--- src/tick_pkg.sv ---
/*
  Shared constants for the core tick timer: register map, field
  positions, reset values and the address-match helper.
  Assumes software reaches the block with whole 32-bit words on a
  32-bit byte address inside the private peripheral region.
*/
`default_nettype none

package tick_pkg;

  // Private peripheral region and register offsets within it
  localparam logic [31:0] PRIV_PERIPH_BASE  = 32'he000_0000;
  localparam logic [15:0] OFS_CTRL_STATUS   = 16'he010;
  localparam logic [15:0] OFS_RELOAD_VALUE  = 16'he014;
  localparam logic [15:0] OFS_CURRENT_VALUE = 16'he018;
  localparam logic [15:0] OFS_CALIBRATION   = 16'he01c;

  // Control and status field positions
  localparam int CTRL_ENABLE_BIT = 0;
  localparam int CTRL_IRQ_EN_BIT = 1;
  localparam int CTRL_SRC_BIT    = 2;
  localparam int CTRL_WRAP_BIT   = 16;

  // Calibration field positions
  localparam int CAL_NO_REF_CLOCK_BIT   = 31;
  localparam int CAL_SKEW_BIT    = 30;

  // Counter width and reset values
  localparam int CNT_W = 24;
  typedef logic [CNT_W-1:0] count_t;
  typedef logic [31:0]      word_t;
  localparam count_t CNT_ZERO        = 24'h00_0000;
  localparam count_t CNT_ONE         = 24'h00_0001;
  localparam count_t RELOAD_RESET    = 24'h00_0000;
  localparam logic   CTRL_BIT_RESET  = 1'b0;
  localparam word_t  RDATA_IDLE      = 32'h0000_0000;

  // Calibration defaults for the top-level parameters
  localparam logic   CAL_NO_REF_CLOCK_DEF   = 1'b0;
  localparam logic   CAL_SKEW_DEF    = 1'b0;
  localparam count_t CAL_TENMS_DEF   = 24'h00_0000;

  // Full-address match against one register offset
  function automatic logic addr_hit(input word_t addr, input logic [15:0] ofs);
    addr_hit = (addr == (PRIV_PERIPH_BASE | {16'h0000, ofs}));
  endfunction

endpackage

`default_nettype wire

--- src/tick_down_counter.sv ---
/*
  24-bit down-counter with reload on zero and a wrap pulse on the
  step from one to zero.
  Assumes the caller qualifies count_step with the clock enable.
*/
`default_nettype none

module tick_down_counter
(
  input  wire  logic           clk_sys,
  input  wire  logic           rst_n,
  input  wire  logic           clk_en,
  input  wire  logic           count_step,
  input  wire  logic           count_clear,
  input  wire  tick_pkg::count_t reload_val,
  output var   tick_pkg::count_t count_val,
  output logic                 wrap_pulse
);
  import tick_pkg::*;

  count_t count_reg;
  count_t count_next;
  logic   at_zero;
  logic   at_one;

  // Zero and one detection for reload and wrap
  assign at_zero    = (count_reg == CNT_ZERO);
  assign at_one     = (count_reg == CNT_ONE);
  assign wrap_pulse = count_step && !count_clear && at_one;
  assign count_val  = count_reg;

  // Clear beats counting so a write never races a reload
  always_comb
  begin
    count_next = count_reg;
    if (count_clear)
      count_next = CNT_ZERO;
    else if (count_step && at_zero)
      count_next = reload_val;
    else if (count_step)
      count_next = count_reg - CNT_ONE;
  end

  always_ff @(posedge clk_sys)
  begin
    if (!rst_n)
      count_reg <= CNT_ZERO;
    else if (clk_en)
      count_reg <= count_next;
  end

endmodule

`default_nettype wire

--- src/tick_sticky_flag.sv ---
/*
  Sticky event flag: set by hardware, cleared by a software action.
  Assumes set and clear arrive as single-cycle strobes.
*/
`default_nettype none

module tick_sticky_flag
(
  input  wire logic clk_sys,
  input  wire logic rst_n,
  input  wire logic clk_en,
  input  wire logic flag_set,
  input  wire logic flag_clear,
  output var  logic flag_out
);
  import tick_pkg::*;

  logic flag_reg;
  logic flag_next;

  // Set wins so a wrap in the clearing cycle is never lost
  assign flag_next = flag_set | (flag_reg & ~flag_clear);
  assign flag_out  = flag_reg;

  always_ff @(posedge clk_sys)
  begin
    if (!rst_n)
      flag_reg <= CTRL_BIT_RESET;
    else if (clk_en)
      flag_reg <= flag_next;
  end

endmodule

`default_nettype wire

--- src/core_tick_timer.sv ---
/*
  Core tick timer: a 24-bit down-counter with reload, a sticky wrap
  flag, and a tick exception request toward the nested interrupt
  controller, reached through four word-wide registers.
  Assumes a plain register port (address, write data, write and read
  strobes, read data one cycle later), a microsecond enable pulse
  from the watchdog block synchronous to clk_sys, and a controller
  that owns the enable, pending and priority state of the request.
*/
// Design decision made here: strobed register access.
`default_nettype none

// How it works
// RULE1: The counter and its reload value are both 24 bits wide.
// RULE2: With the reference source selected, counting waits for the microsecond pulse.
// RULE3: With the processor source selected, counting happens every clock.
// RULE4: Control bit 2 picks the source, 0 reference and 1 processor clock, reset 0.
// RULE5: Without a reference clock the source bit always reads as 1.
// RULE6: Control bit 16 reads 1 if the counter hit zero since the last read.
// RULE7: Any read of the control register clears bit 16 after returning it.
// RULE8: Control bit 1 lets a count to zero raise the tick exception request.
// RULE9: Control bit 0 enables the counter, reset 0.
// RULE10: The request is its own interrupt source with a priority set elsewhere.
// RULE11: Registers sit at 0xe010 to 0xe01c above the private peripheral base.
// RULE12: After reaching zero the next count loads the reload value; zero reload stays at zero.
// RULE13: Only the step from one to zero sets the flag and the request.
// RULE14: Any write to the current value clears it and the wrap flag.
// RULE15: Calibration bit 31 reports no reference clock and forces the source bit to 1.
// RULE16: Enabled, the counter drops by one per count event; disabled, it holds.
// RULE17: Software uses whole-word accesses and writes reserved bits as zero.

module core_tick_timer
#(
  parameter logic             NO_REF_CLOCK = tick_pkg::CAL_NO_REF_CLOCK_DEF,
  parameter logic             CAL_SKEW     = tick_pkg::CAL_SKEW_DEF,
  parameter tick_pkg::count_t CAL_TENMS    = tick_pkg::CAL_TENMS_DEF
)
(
  input  wire logic          clk_sys,
  input  wire logic          rst_n,
  input  wire logic          clk_en,
  input  wire logic          ref_tick_pulse,
  input  wire tick_pkg::word_t bus_addr,
  input  wire tick_pkg::word_t bus_wdata,
  input  wire logic          bus_wr,
  input  wire logic          bus_rd,
  output var  tick_pkg::word_t bus_rdata,
  output var  logic          tick_irq_req
);
  import tick_pkg::*;

  // Stored control bits and reload value
  logic   enable_reg;
  logic   enable_next;
  logic   irq_en_reg;
  logic   irq_en_next;
  logic   src_sel_reg;
  logic   src_sel_next;
  count_t reload_reg;
  count_t reload_next;
  word_t  rdata_reg;
  word_t  rdata_next;
  logic   irq_req_reg;
  logic   irq_req_next;

  // Address decode results
  logic hit_ctrl;
  logic hit_reload;
  logic hit_current;
  logic hit_calib;
  logic hit_any;

  // Qualified register accesses
  logic ctrl_wr;
  logic ctrl_rd;
  logic reload_wr;
  logic current_wr;

  // Counter and flag connections
  logic   src_sel_eff;
  logic   count_step;
  count_t count_val;
  logic   wrap_pulse;
  logic   wrap_seen_flag;

  // Read views of each register
  word_t ctrl_view;
  word_t reload_view;
  word_t current_view;
  word_t calib_view;

  // Full-address decode of the four registers
  assign hit_ctrl    = addr_hit(bus_addr, OFS_CTRL_STATUS);   // see RULE11
  assign hit_reload  = addr_hit(bus_addr, OFS_RELOAD_VALUE);  // see RULE11
  assign hit_current = addr_hit(bus_addr, OFS_CURRENT_VALUE); // see RULE11
  assign hit_calib   = addr_hit(bus_addr, OFS_CALIBRATION);   // see RULE11
  assign hit_any     = hit_ctrl | hit_reload | hit_current | hit_calib;

  // Strobes qualified by the decode; unmapped writes do nothing
  assign ctrl_wr    = bus_wr & hit_ctrl;
  assign ctrl_rd    = bus_rd & hit_ctrl;
  assign reload_wr  = bus_wr & hit_reload;
  assign current_wr = bus_wr & hit_current;

  // Missing reference forces the processor clock source
  assign src_sel_eff = src_sel_reg | NO_REF_CLOCK; // see RULE5, RULE15

  // One count event per pulse or per clock, only while enabled
  assign count_step = clk_en & enable_reg
                    & (src_sel_eff | ref_tick_pulse); // see RULE2, RULE3, RULE9, RULE16

  // Control bits take new values only on a control write
  assign enable_next  = ctrl_wr ? bus_wdata[CTRL_ENABLE_BIT] : enable_reg; // see RULE9
  assign irq_en_next  = ctrl_wr ? bus_wdata[CTRL_IRQ_EN_BIT] : irq_en_reg; // see RULE8
  assign src_sel_next = ctrl_wr ? bus_wdata[CTRL_SRC_BIT]    : src_sel_reg; // see RULE4

  // Upper write bits are dropped so reload stays in range
  assign reload_next = reload_wr ? bus_wdata[CNT_W-1:0] : reload_reg; // see RULE1

  // Request pulse follows the one-to-zero step when enabled
  assign irq_req_next = wrap_pulse & irq_en_reg; // see RULE8, RULE13

  // Control and status view; reserved bits read zero
  always_comb
  begin
    ctrl_view                 = RDATA_IDLE;
    ctrl_view[CTRL_ENABLE_BIT] = enable_reg;
    ctrl_view[CTRL_IRQ_EN_BIT] = irq_en_reg;
    ctrl_view[CTRL_SRC_BIT]    = src_sel_eff;    // see RULE5
    ctrl_view[CTRL_WRAP_BIT]   = wrap_seen_flag; // see RULE6
  end

  // Counter-wide views; bits above 23 read zero
  assign reload_view  = {8'h00, reload_reg};  // see RULE1
  assign current_view = {8'h00, count_val};   // see RULE1

  // Calibration view from fixed parameters
  always_comb
  begin
    calib_view                = {8'h00, CAL_TENMS};
    calib_view[CAL_NO_REF_CLOCK_BIT] = NO_REF_CLOCK; // see RULE15
    calib_view[CAL_SKEW_BIT]  = CAL_SKEW;
  end

  // Read mux; the data stand for one enabled cycle, zero otherwise
  always_comb
  begin
    rdata_next = RDATA_IDLE;
    if (!bus_rd || !hit_any)
      rdata_next = RDATA_IDLE;
    else if (hit_ctrl)
      rdata_next = ctrl_view;
    else if (hit_reload)
      rdata_next = reload_view;
    else if (hit_current)
      rdata_next = current_view;
    else if (hit_calib)
      rdata_next = calib_view;
  end

  // Count engine; a current-value write clears it
  tick_down_counter u_counter
  (
    .clk_sys     (clk_sys),
    .rst_n       (rst_n),
    .clk_en      (clk_en),
    .count_step  (count_step),
    .count_clear (current_wr),  // see RULE14
    .reload_val  (reload_reg),  // see RULE12
    .count_val   (count_val),
    .wrap_pulse  (wrap_pulse)   // see RULE13
  );

  // Wrap flag: cleared by a control read or current-value write
  tick_sticky_flag u_wrap_flag
  (
    .clk_sys    (clk_sys),
    .rst_n      (rst_n),
    .clk_en     (clk_en),
    .flag_set   (wrap_pulse),            // see RULE6, RULE13
    .flag_clear (ctrl_rd | current_wr),  // see RULE7, RULE14
    .flag_out   (wrap_seen_flag)
  );

  // Control bits, with the documented reset state
  always_ff @(posedge clk_sys)
  begin
    if (!rst_n)
    begin
      enable_reg  <= CTRL_BIT_RESET;
      irq_en_reg  <= CTRL_BIT_RESET;
      src_sel_reg <= CTRL_BIT_RESET;
    end
    else if (clk_en)
    begin
      enable_reg  <= enable_next;
      irq_en_reg  <= irq_en_next;
      src_sel_reg <= src_sel_next;
    end
  end

  // Reload value; reset to zero so the count never starts unknown
  always_ff @(posedge clk_sys)
  begin
    if (!rst_n)
      reload_reg <= RELOAD_RESET;
    else if (clk_en)
      reload_reg <= reload_next;
  end

  // Registered read data and exception request
  always_ff @(posedge clk_sys)
  begin
    if (!rst_n)
    begin
      rdata_reg   <= RDATA_IDLE;
      irq_req_reg <= CTRL_BIT_RESET;
    end
    else if (clk_en)
    begin
      rdata_reg   <= rdata_next;
      irq_req_reg <= irq_req_next;
    end
  end

  // Dedicated request line so the controller can rank it alone
  assign tick_irq_req = irq_req_reg; // see RULE10
  assign bus_rdata    = rdata_reg;
endmodule

`default_nettype wire

--- config.mk ---
export PLATFORM = sky130hd
export DESIGN_NAME = core_tick_timer
export DESIGN_NICKNAME = d
export VERILOG_FILES = /design/src/tick_pkg.sv /design/src/tick_down_counter.sv /design/src/tick_sticky_flag.sv /design/src/core_tick_timer.sv
export SDC_FILE = /design/constraint.sdc
export NUM_CORES = 1
export LEC_CHECK = 0
export BUFFER_PORTS_ARGS = -buffer_cell sky130_fd_sc_hd__buf_2
export CAP_MARGIN = 20
export CORE_UTILIZATION = 57
export DETAILED_ROUTE_END_ITERATION = 10
export HOLD_SLACK_MARGIN = 0.03
export PLACE_DENSITY = 0.86
export SYNTH_ARGS = -nofsm -noshare
export SYNTH_HDL_FRONTEND = slang
export SYNTH_HIERARCHICAL = 1
export SYNTH_SLANG_ARGS = --single-unit
--- constraint.sdc ---
create_clock -name clk_sys -period 5.2 [get_ports clk_sys]
set_input_delay 0 -clock clk_sys [delete_from_list [all_inputs] [get_ports clk_sys]]
set_output_delay 0 -clock clk_sys [all_outputs]
set_load 0.03 [all_outputs]
## After elaboration in Yosys (flattened, before gate mapping)

Cells that the tools add are included.
Widths: inputs -> output; s select.

| storage, ports and cells | value |
|---|---|
| register bits after elaboration | 85 |
| logic and storage cells | 48 |

| operators by class | value |
|---|---|
| equality and inequality tests | 5 |
| bitwise operators | 15 |
| add/sub/neg operators | 1 |
| muxes and demuxes | 7 |
| reduce and logical (&&, ||, !) cells | 12 |

Operator list:

| kind | number |
|---|---|
| $mux 24 | 7 |
| $eq 32x32->1 const B | 4 |
| $eq 24x1->1 const B | 1 |
| $logic_not 24->1 | 1 |
| $sub 24x1->24 const B | 1 |
| $and 1x1->1 | 8 |
| $or 1x1->1 | 6 |
| $reduce_and 2->1 | 3 |
| $logic_and 1x1->1 | 3 |
| $logic_not 1->1 | 3 |
| $reduce_bool 3->1 | 1 |
| $logic_or 1x1->1 | 1 |
| $not 1->1 | 1 |

## Longest topological paths before layout

Gate-level depths: netlist (run 1).

| logic depth | value |
|---|---|
| depth in word-level cells | 7 |
| mapped depth | 12 |

## By module

The synthesis (run 1) kept the hierarchy.

Modules (own cells, without submodules):

| module | cells each | seq. area each (um2) | times used | area each (um2) |
|---|---|---|---|---|
| core_tick_timer | 284 | 1041.0 | 1 | 2622.5 |
| tick_down_counter | 198 | 480.5 | 1 | 1617.8 |
| tick_sticky_flag | 4 | 20.0 | 1 | 38.8 |

## Least setup slack after synthesis (run 1)

OpenSTA, ideal clock, no wires.

| timing path | value |
|---|---|
| path type | input-to-reg |
| start | input bus_addr[17] |
| end | register u_counter.count_reg[9], in the netlist u_counter/count_val[9] |
| required time | 5.083 ns |
| path slack | 3.145 ns |
| cell stages on the path | 12 |
| arrival time | 1.939 ns |
| path through | nor4b_2 > and4_1 > buf_4 > buf_4 > nand2_1 > nor2_1 > o21ai_0 > and2_1 > clkbuf_1 > nor4_1 > o211ai_1 > a22o_1 |

| between the ends | value |
|---|---|
| cells in the longest elaborated chain, start to end | 4 |
| elaborated cells on any way between the ends | 5 |
| classes of those cells | 1 x eq/ne; 1 x mux; 1 x bitwise; 2 x reduce/logical |

RTL lines:

| element | RTL line | text |
|---|---|---|
| start, declared | core_tick_timer.sv:43 | `input wire tick_pkg::word_t bus_addr,` |
| $eq 32x32->1 * | tick_pkg.sv:45 | `addr_hit = (addr == (PRIV_PERIPH_BASE \| {16'h0000, ofs}));` |
| $and 1x1->1 * | core_tick_timer.sv:103 | `assign current_wr = bus_wr & hit_current;` |
| via current_wr | core_tick_timer.sv:77 | `logic current_wr;` |
| $reduce_bool 3->1 (no line) | n/a |  |
| $reduce_and 2->1 (no line) | n/a |  |
| end signal, assigned | tick_down_counter.sv:49 | `count_reg <= count_next;` |
| end, declared | tick_down_counter.sv:21 | `count_t count_reg;` |

Mark *: on every way through the listed nets, which the timed path passes. The rest lies on a longest branch.
A chain may end at the register's enable or synchronous reset.

## Final worst setup path (run 1)

| timing path | value |
|---|---|
| start | register u_counter.count_reg[15], in the netlist u_counter/count_val[15] |
| end | register u_counter.count_reg[14], in the netlist u_counter/count_val[14] |

| between the ends | value |
|---|---|
| cells in the longest elaborated chain, start to end | 4 |
| elaborated cells on any way between the ends | 6 |
| classes of those cells | 2 x mux; 4 x reduce/logical |

RTL lines:

| element | RTL line | text |
|---|---|---|
| $logic_not 24->1 * | tick_down_counter.sv:27 | `assign at_zero = (count_reg == CNT_ZERO);` |
| $logic_and 1x1->1 * | tick_down_counter.sv:38 | `else if (count_step && at_zero)` |
| $reduce_bool 3->1 (no line) / $mux 24 (equally long branches) | n/a |  |
| $reduce_and 2->1 (no line) / $mux 24 (equally long branches) | n/a |  |

Every way passes the cells marked *; elsewhere a longest branch is shown, timed or not.

==> results.json, run 1 <==
{
  "powerDensity_nw_per_um2": 227.2,
  "vias": 4361,
  "netlist_area_um2": 4279,
  "crit_path_end_kind": "flop",
  "synthToLayoutAreaGrowth_pct": 17.63,
  "crit_chain": "or4_1, nor3_4, nand2_1, a21oi_2, o21ai_0",
  "hold_viol_final": 0,
  "num-fill-cells": 569,
  "final_common_cell": "buf_2",
  "layout_common_cells": "buf_2 (86), dfxtp_1 (77), nand2_1 (41)",
  "yosysWarnings": 6,
  "multi_input_area_um2": 2459,
  "grt_first_pass_wirelength_um": 19810,
  "skew_ps": 5.451,
  "synth_edf_count": 0,
  "grt_setup_unrepaired": "no",
  "post-route-period-util_pct": 61.43,
  "rr_worst_depth": 5,
  "initial_utilization_pct": 59.00,
  "cts_made_buffers": 9,
  "avgRoutedWirePerCell_um": 18.74,
  "setup_viol": 0,
  "cap_violations": 0,
  "drt_iter0_drc": 516,
  "drc": 0,
  "die_area_um2": 7858,
  "leakage_nw": 1.974,
  "vdd_drop_max_uv": 130.8,
  "worstSkewPairLatency_ps": 360,
  "critPathSlowestCell": "or4_1",
  "clockBufferDepth": 2,
  "crit_required_ps": 5410,
  "dpl.cell_count": 630,
  "die_w_um": 88.65,
  "min_from": "clk_en",
  "drive_gt1_share_pct": 22.07,
  "total_power_mw": 1.143,
  "grt_max_degree": 43,
  "finalInstanceArea_um2": 5034,
  "antenna_cells": 0,
  "fmax_mhz": 313.0,
  "critPathKind": "reg -> reg",
  "period_minus_slack_ps": 3195,
  "grt_overflow": 0,
  "drt_first_pass_iters": 6,
  "io_buffers": 86,
  "cts_tree": "done",
  "instances_no_fill": 670,
  "drt_wl_total_um": 12550,
  "synth_cell_type_count": 66,
  "place_ws_ps": 2192,
  "die_h_um": 88.65,
  "crit_fanout": 15,
  "ctsHoldBuffers": 25,
  "fin_ws_ps": 2005,
  "cp-endpoint": "u_counter/count_val[14]",
  "post_dp_cell_area_um2": 4584,
  "reg2reg_slack_ps": 2010,
  "ys_seq_elements": 77,
  "rows": 31,
  "grt_usage_pct": 33.09,
  "via_per_inst": 6.509,
  "cp_slowest_stage_delay_ps": 740,
  "slew_headroom_pct": 26.31,
  "async_flop_share_pct": 0,
  "start_kind": "flop",
  "syn_area_per_cell_um2": 8.805,
  "r2r-end": "u_counter/count_val[14]",
  "synth-main-ff-cell": "dfxtp_1",
  "cts_root_buffer": "clkbuf_8",
  "drv_slew": 0,
  "htree_levels": 3,
  "syn-instance-count": 486,
  "grt_pass1_vias": 3940,
  "core_um2": 7253,
  "tightest_slew_ps": 1105,
  "crit_arrival_ps": 3410,
  "min_path_type": "in -> reg",
  "antenna_found_initial": 0,
  "nNetsFinal": 640,
  "ant_nets": 0,
  "ff_latch_area_um2": 1541,
  "clk_pin_slew_ps": 80,
  "final.setup.tns_ps": 0,
  "cts-resized-gates": 0,
  "worstReg2RegStart": "u_counter/count_val[15]",
  "crit_start": "u_counter/count_val[15]",
  "pin_count": 103,
  "hpwl_um": 7986,
  "yosysSeqAreaShare_pct": 36.02,
  "outcome": "completed",
  "post_cts_buffers": 0,
  "place.gp.congestion": 0.9037,
  "cts.sinks": 77
}
[stage by stage]
step | hold WS [ps] | util, %
floorplan | 141.5 | -
global route | 94.68 | 69.40
CTS | 47.29 | 69.40
global placement | 261.8 | 63.21
finish | 54.14 | 69.40
detailed placement | 265.0 | 63.21
[worst min path at each step]
| stage | end | depth (start not counted) |
|---|---|---|
| after global routing | tick_irq_req | 3 |
| after detailed placement | reload_reg[18] | 3 |
| after CTS | tick_irq_req | 3 |
| after global placement | reload_reg[3] | 3 |
| final | tick_irq_req | 3 |
| after floorplan | u_wrap_flag/flag_out | 1 |
[synth_stat cells, types with 3 or more instances]
cell type,count,share of area [%]
a32oi_1,5,1.0
o221ai_1,5,1.0
mux2i_1,14,3.3
nor2_1,8,0.70
a21boi_1,30,5.3
buf_4,16,2.8
clkbuf_1,18,1.6
o22ai_1,6,0.88
o2bb2ai_1,6,1.2
ha_1,3,0.88
a211oi_1,5,0.88
and2_1,4,0.58
nand2_1,41,3.6
a21boi_0,3,0.53
buf_2,11,1.3
nand4_2,3,0.88
dfxtp_1,77,36
nand4_1,34,5.0
nor3_1,10,1.2
o21ai_0,15,1.8
o21ai_1,22,2.6
buf_6,4,1.1
nor4_1,8,1.2
o21a_1,4,0.70
and4_1,5,1.0
nand3_1,5,0.58
a22oi_1,20,3.5
a21oi_1,6,0.70
nand2b_1,11,1.6
and3_1,5,0.73
xnor2_1,3,0.61
o31ai_1,34,6.0
inv_1,4,0.35
[report_power, final]
group | internal, mW | leakage [nW] | total [mW] | switching, mW
Clock | 0.244 | 0.101 | 0.464 | 0.221
Combinational | 0.0395 | 1.25 | 0.0900 | 0.0505
Sequential | 0.589 | 0.620 | 0.589 | 0.0000000000353
[critical path, delay by kind of cell, from the launching register on]
family / cells / cell delay [ps]
flops: 1 / 390
compound gates: 2 / 760
simple gates: 3 / 1880
[area by class of cell]
class	instances	area share, %
multi-input cells	362	48.84
repair buffers	113	13.82
clock buffers	11	3.008
flip-flops and latches	77	30.62
clock inverters	4	0.9446
well taps	99	2.461
inverters	4	0.2983
[cells by family (layout without fill, tap and decap cells)]
kind of cell / count (synthesis) / after routing / share of synthesized area (%)
AO/OA/AOI/OAI: 173 / 173 / 28.42
XOR/XNOR: 3 / 3 / 0.6141
adder cells (fa/ha/maj): 3 / 3 / 0.8773
buffers and inverters: 54 / 132 / 7.193
flip-flops: 77 / 77 / 36.02
multiplexers: 14 / 14 / 3.275
other: 1 / 8 / 0.08764
AND/OR/NAND/NOR: 161 / 161 / 23.51
[metal layers]
metal	wire length, um	track usage [%]	vias to the layer above
met5	0	0	-
met2	5964	53.15	271
li1	-	-	2030
met4	223	12.32	0
met1	5332	43.89	2032
met3	1033	6.903	28
Note: power is estimated with default switching activity, not from simulation.
==> inputs of run 2 (changes only) <==
--- a/config.mk
+++ b/config.mk
@@ -7,10 +7,10 @@
 export LEC_CHECK = 0
 export BUFFER_PORTS_ARGS = -buffer_cell sky130_fd_sc_hd__buf_2
 export CAP_MARGIN = 20
-export CORE_UTILIZATION = 57
+export CORE_UTILIZATION = 54
 export DETAILED_ROUTE_END_ITERATION = 10
 export HOLD_SLACK_MARGIN = 0.03
-export PLACE_DENSITY = 0.86
+export PLACE_DENSITY = 0.82
 export SYNTH_ARGS = -nofsm -noshare
 export SYNTH_HDL_FRONTEND = slang
 export SYNTH_HIERARCHICAL = 1
==> constraint.sdc (replaced) <==
create_clock -name clk_sys -period 3 [get_ports clk_sys]
set_input_delay 0 -clock clk_sys [delete_from_list [all_inputs] [get_ports clk_sys]]
set_output_delay 0 -clock clk_sys [all_outputs]
set_load 0.03 [all_outputs]
==> results.json, run 2 (synthesized netlist as in run 1, its figures left out) <==
{
  "hpwl_um": 8065,
  "drt_wl_total_um": 12260,
  "grt_max_degree": 39,
  "grt_first_pass_wirelength_um": 19950,
  "htree_levels": 3,
  "slew_headroom_pct": 43.43,
  "period_minus_slack_ps": 2387,
  "ant_nets": 0,
  "num-fill-cells": 659,
  "hold_viol_final": 0,
  "wl_met3_um": 1115,
  "wirelength_met1_um": 5099,
  "cts_root_buffer": "clkbuf_8",
  "grt_setup_unrepaired": "no",
  "final.setup.tns_ps": 0,
  "drt_iter0_drc": 367,
  "setup_viol": 0,
  "utilization_pct": 66.57,
  "final_common_cell": "buf_2",
  "layout_common_cells": "buf_2 (86), dfxtp_1 (77), nand2_1 (41)",
  "cts_made_buffers": 9,
  "grt_pass1_vias": 4068,
  "drt_first_pass_iters": 5,
  "met2_length_um": 5727,
  "total_power_mw": 2.041,
  "die_h_um": 91.02,
  "crit_arrival_ps": 2670,
  "critPathSlowestCell": "or4_1",
  "antenna_cells": 0,
  "post-route-period-util_pct": 79.57,
  "vias": 4385,
  "synthToLayoutAreaGrowth_pct": 19.59,
  "die_area_um2": 8285,
  "clockBufferDepth": 2,
  "worstSkewPairLatency_ps": 360,
  "critPathKind": "reg -> reg",
  "place.gp.congestion": 0.9079,
  "via_per_inst": 6.420,
  "drv_slew": 0,
  "crit_path_end_kind": "flop",
  "rows": 32,
  "cts-resized-gates": 0,
  "grt_overflow": 0,
  "core_um2": 7687,
  "min_path_type": "in -> reg",
  "pin_count": 103,
  "antenna_found_initial": 0,
  "nNetsFinal": 649,
  "initial_utilization_pct": 55.66,
  "io_buffers": 86,
  "avgRoutedWirePerCell_um": 17.95,
  "start_kind": "flop",
  "crit_fanout": 9,
  "top_layer_used": "met4",
  "outcome": "completed",
  "skew_ps": 7.761,
  "die_w_um": 91.02,
  "crit_family": "simple AND/OR/NAND/NOR gates",
  "vdd_drop_max_uv": 210.3,
  "cts_tree": "done",
  "leakage_nw": 2.020,
  "clk_pin_slew_ps": 80,
  "cap_violations": 0,
  "drive_gt1_share_pct": 23.24,
  "cp_slowest_stage_delay_ps": 720,
  "cts.sinks": 77,
  "crit_chain": "or4_1, or2_4, nor4_1, nand3_1, a21boi_0",
  "tightest_slew_ps": 848.5,
  "crit_required_ps": 3280,
  "ff_latch_area_um2": 1541,
  "fmax_mhz": 418.9,
  "drc": 0,
  "powerDensity_nw_per_um2": 398.8,
  "multi_input_area_um2": 2456,
  "grt_usage_pct": 30.02,
  "worst-path-buf-inv": 0
}
## run 2: layout make-up
type / count / share of cell area [%]
Clock buffer: 9 / 2.421
Clock inverter: 7 / 1.760
Inverter: 4 / 0.2934
Multi-Input combinational cell: 362 / 48.00
Sequential cell: 77 / 30.12
Tap cell: 102 / 2.494
Timing Repair Buffer: 122 / 14.91
## run 2: metrics by stage
stage	setup WS, ps	area (um2)	hold slack [ps]	std cells
floorplan	944.7	4305	141.5	493
global placement	674.5	4653	260.7	642
detailed placement	605.9	4653	267.3	642
CTS	651.6	5117	48.17	683
global route	451.2	5117	82.17	683
finish	612.9	5117	73.81	683
## run 2: worst reg2reg max path, delay by kind of cell (launching register included)
kind | cells | cell delay [ps]
and+or+nand+nor | 4 | 1730
DFF | 1 | 390
AOI/OAI and AO/OA | 1 | 190
## run 2: timing repair
action / CTS / global route
buffers inserted: 0 / 0
hold endpoints to repair: 31 / 0
hold buffers: 25 / 0
## run 2: path summary, 6_finish.rpt
path | from | end | slack [ps] | cells after the start
min reg2reg | bus_rdata[12] | bus_rdata[12] | 440 | 2
max | u_counter/count_val[15] | tick_irq_req | 610 | 5
max reg2reg | u_counter/count_val[15] | tick_irq_req | 610 | 5
min | clk_en | tick_irq_req | 70 | 3
## run 2: where the power goes
part / switching [mW] / internal [mW] / leakage [nW]
combinational: 0.0873 / 0.0705 / 1.30
sequential: 0.0000000000614 / 1.02 / 0.620
clock: 0.399 / 0.464 / 0.105
## run 2: per-layer routing
metal / track usage [%] / vias to the layer above
met1: 39.18 / 2041
met4: 13.76 / 0
li1: - / 2045
met2: 48.36 / 264
met3: 5.193 / 35
met5: 0 / -
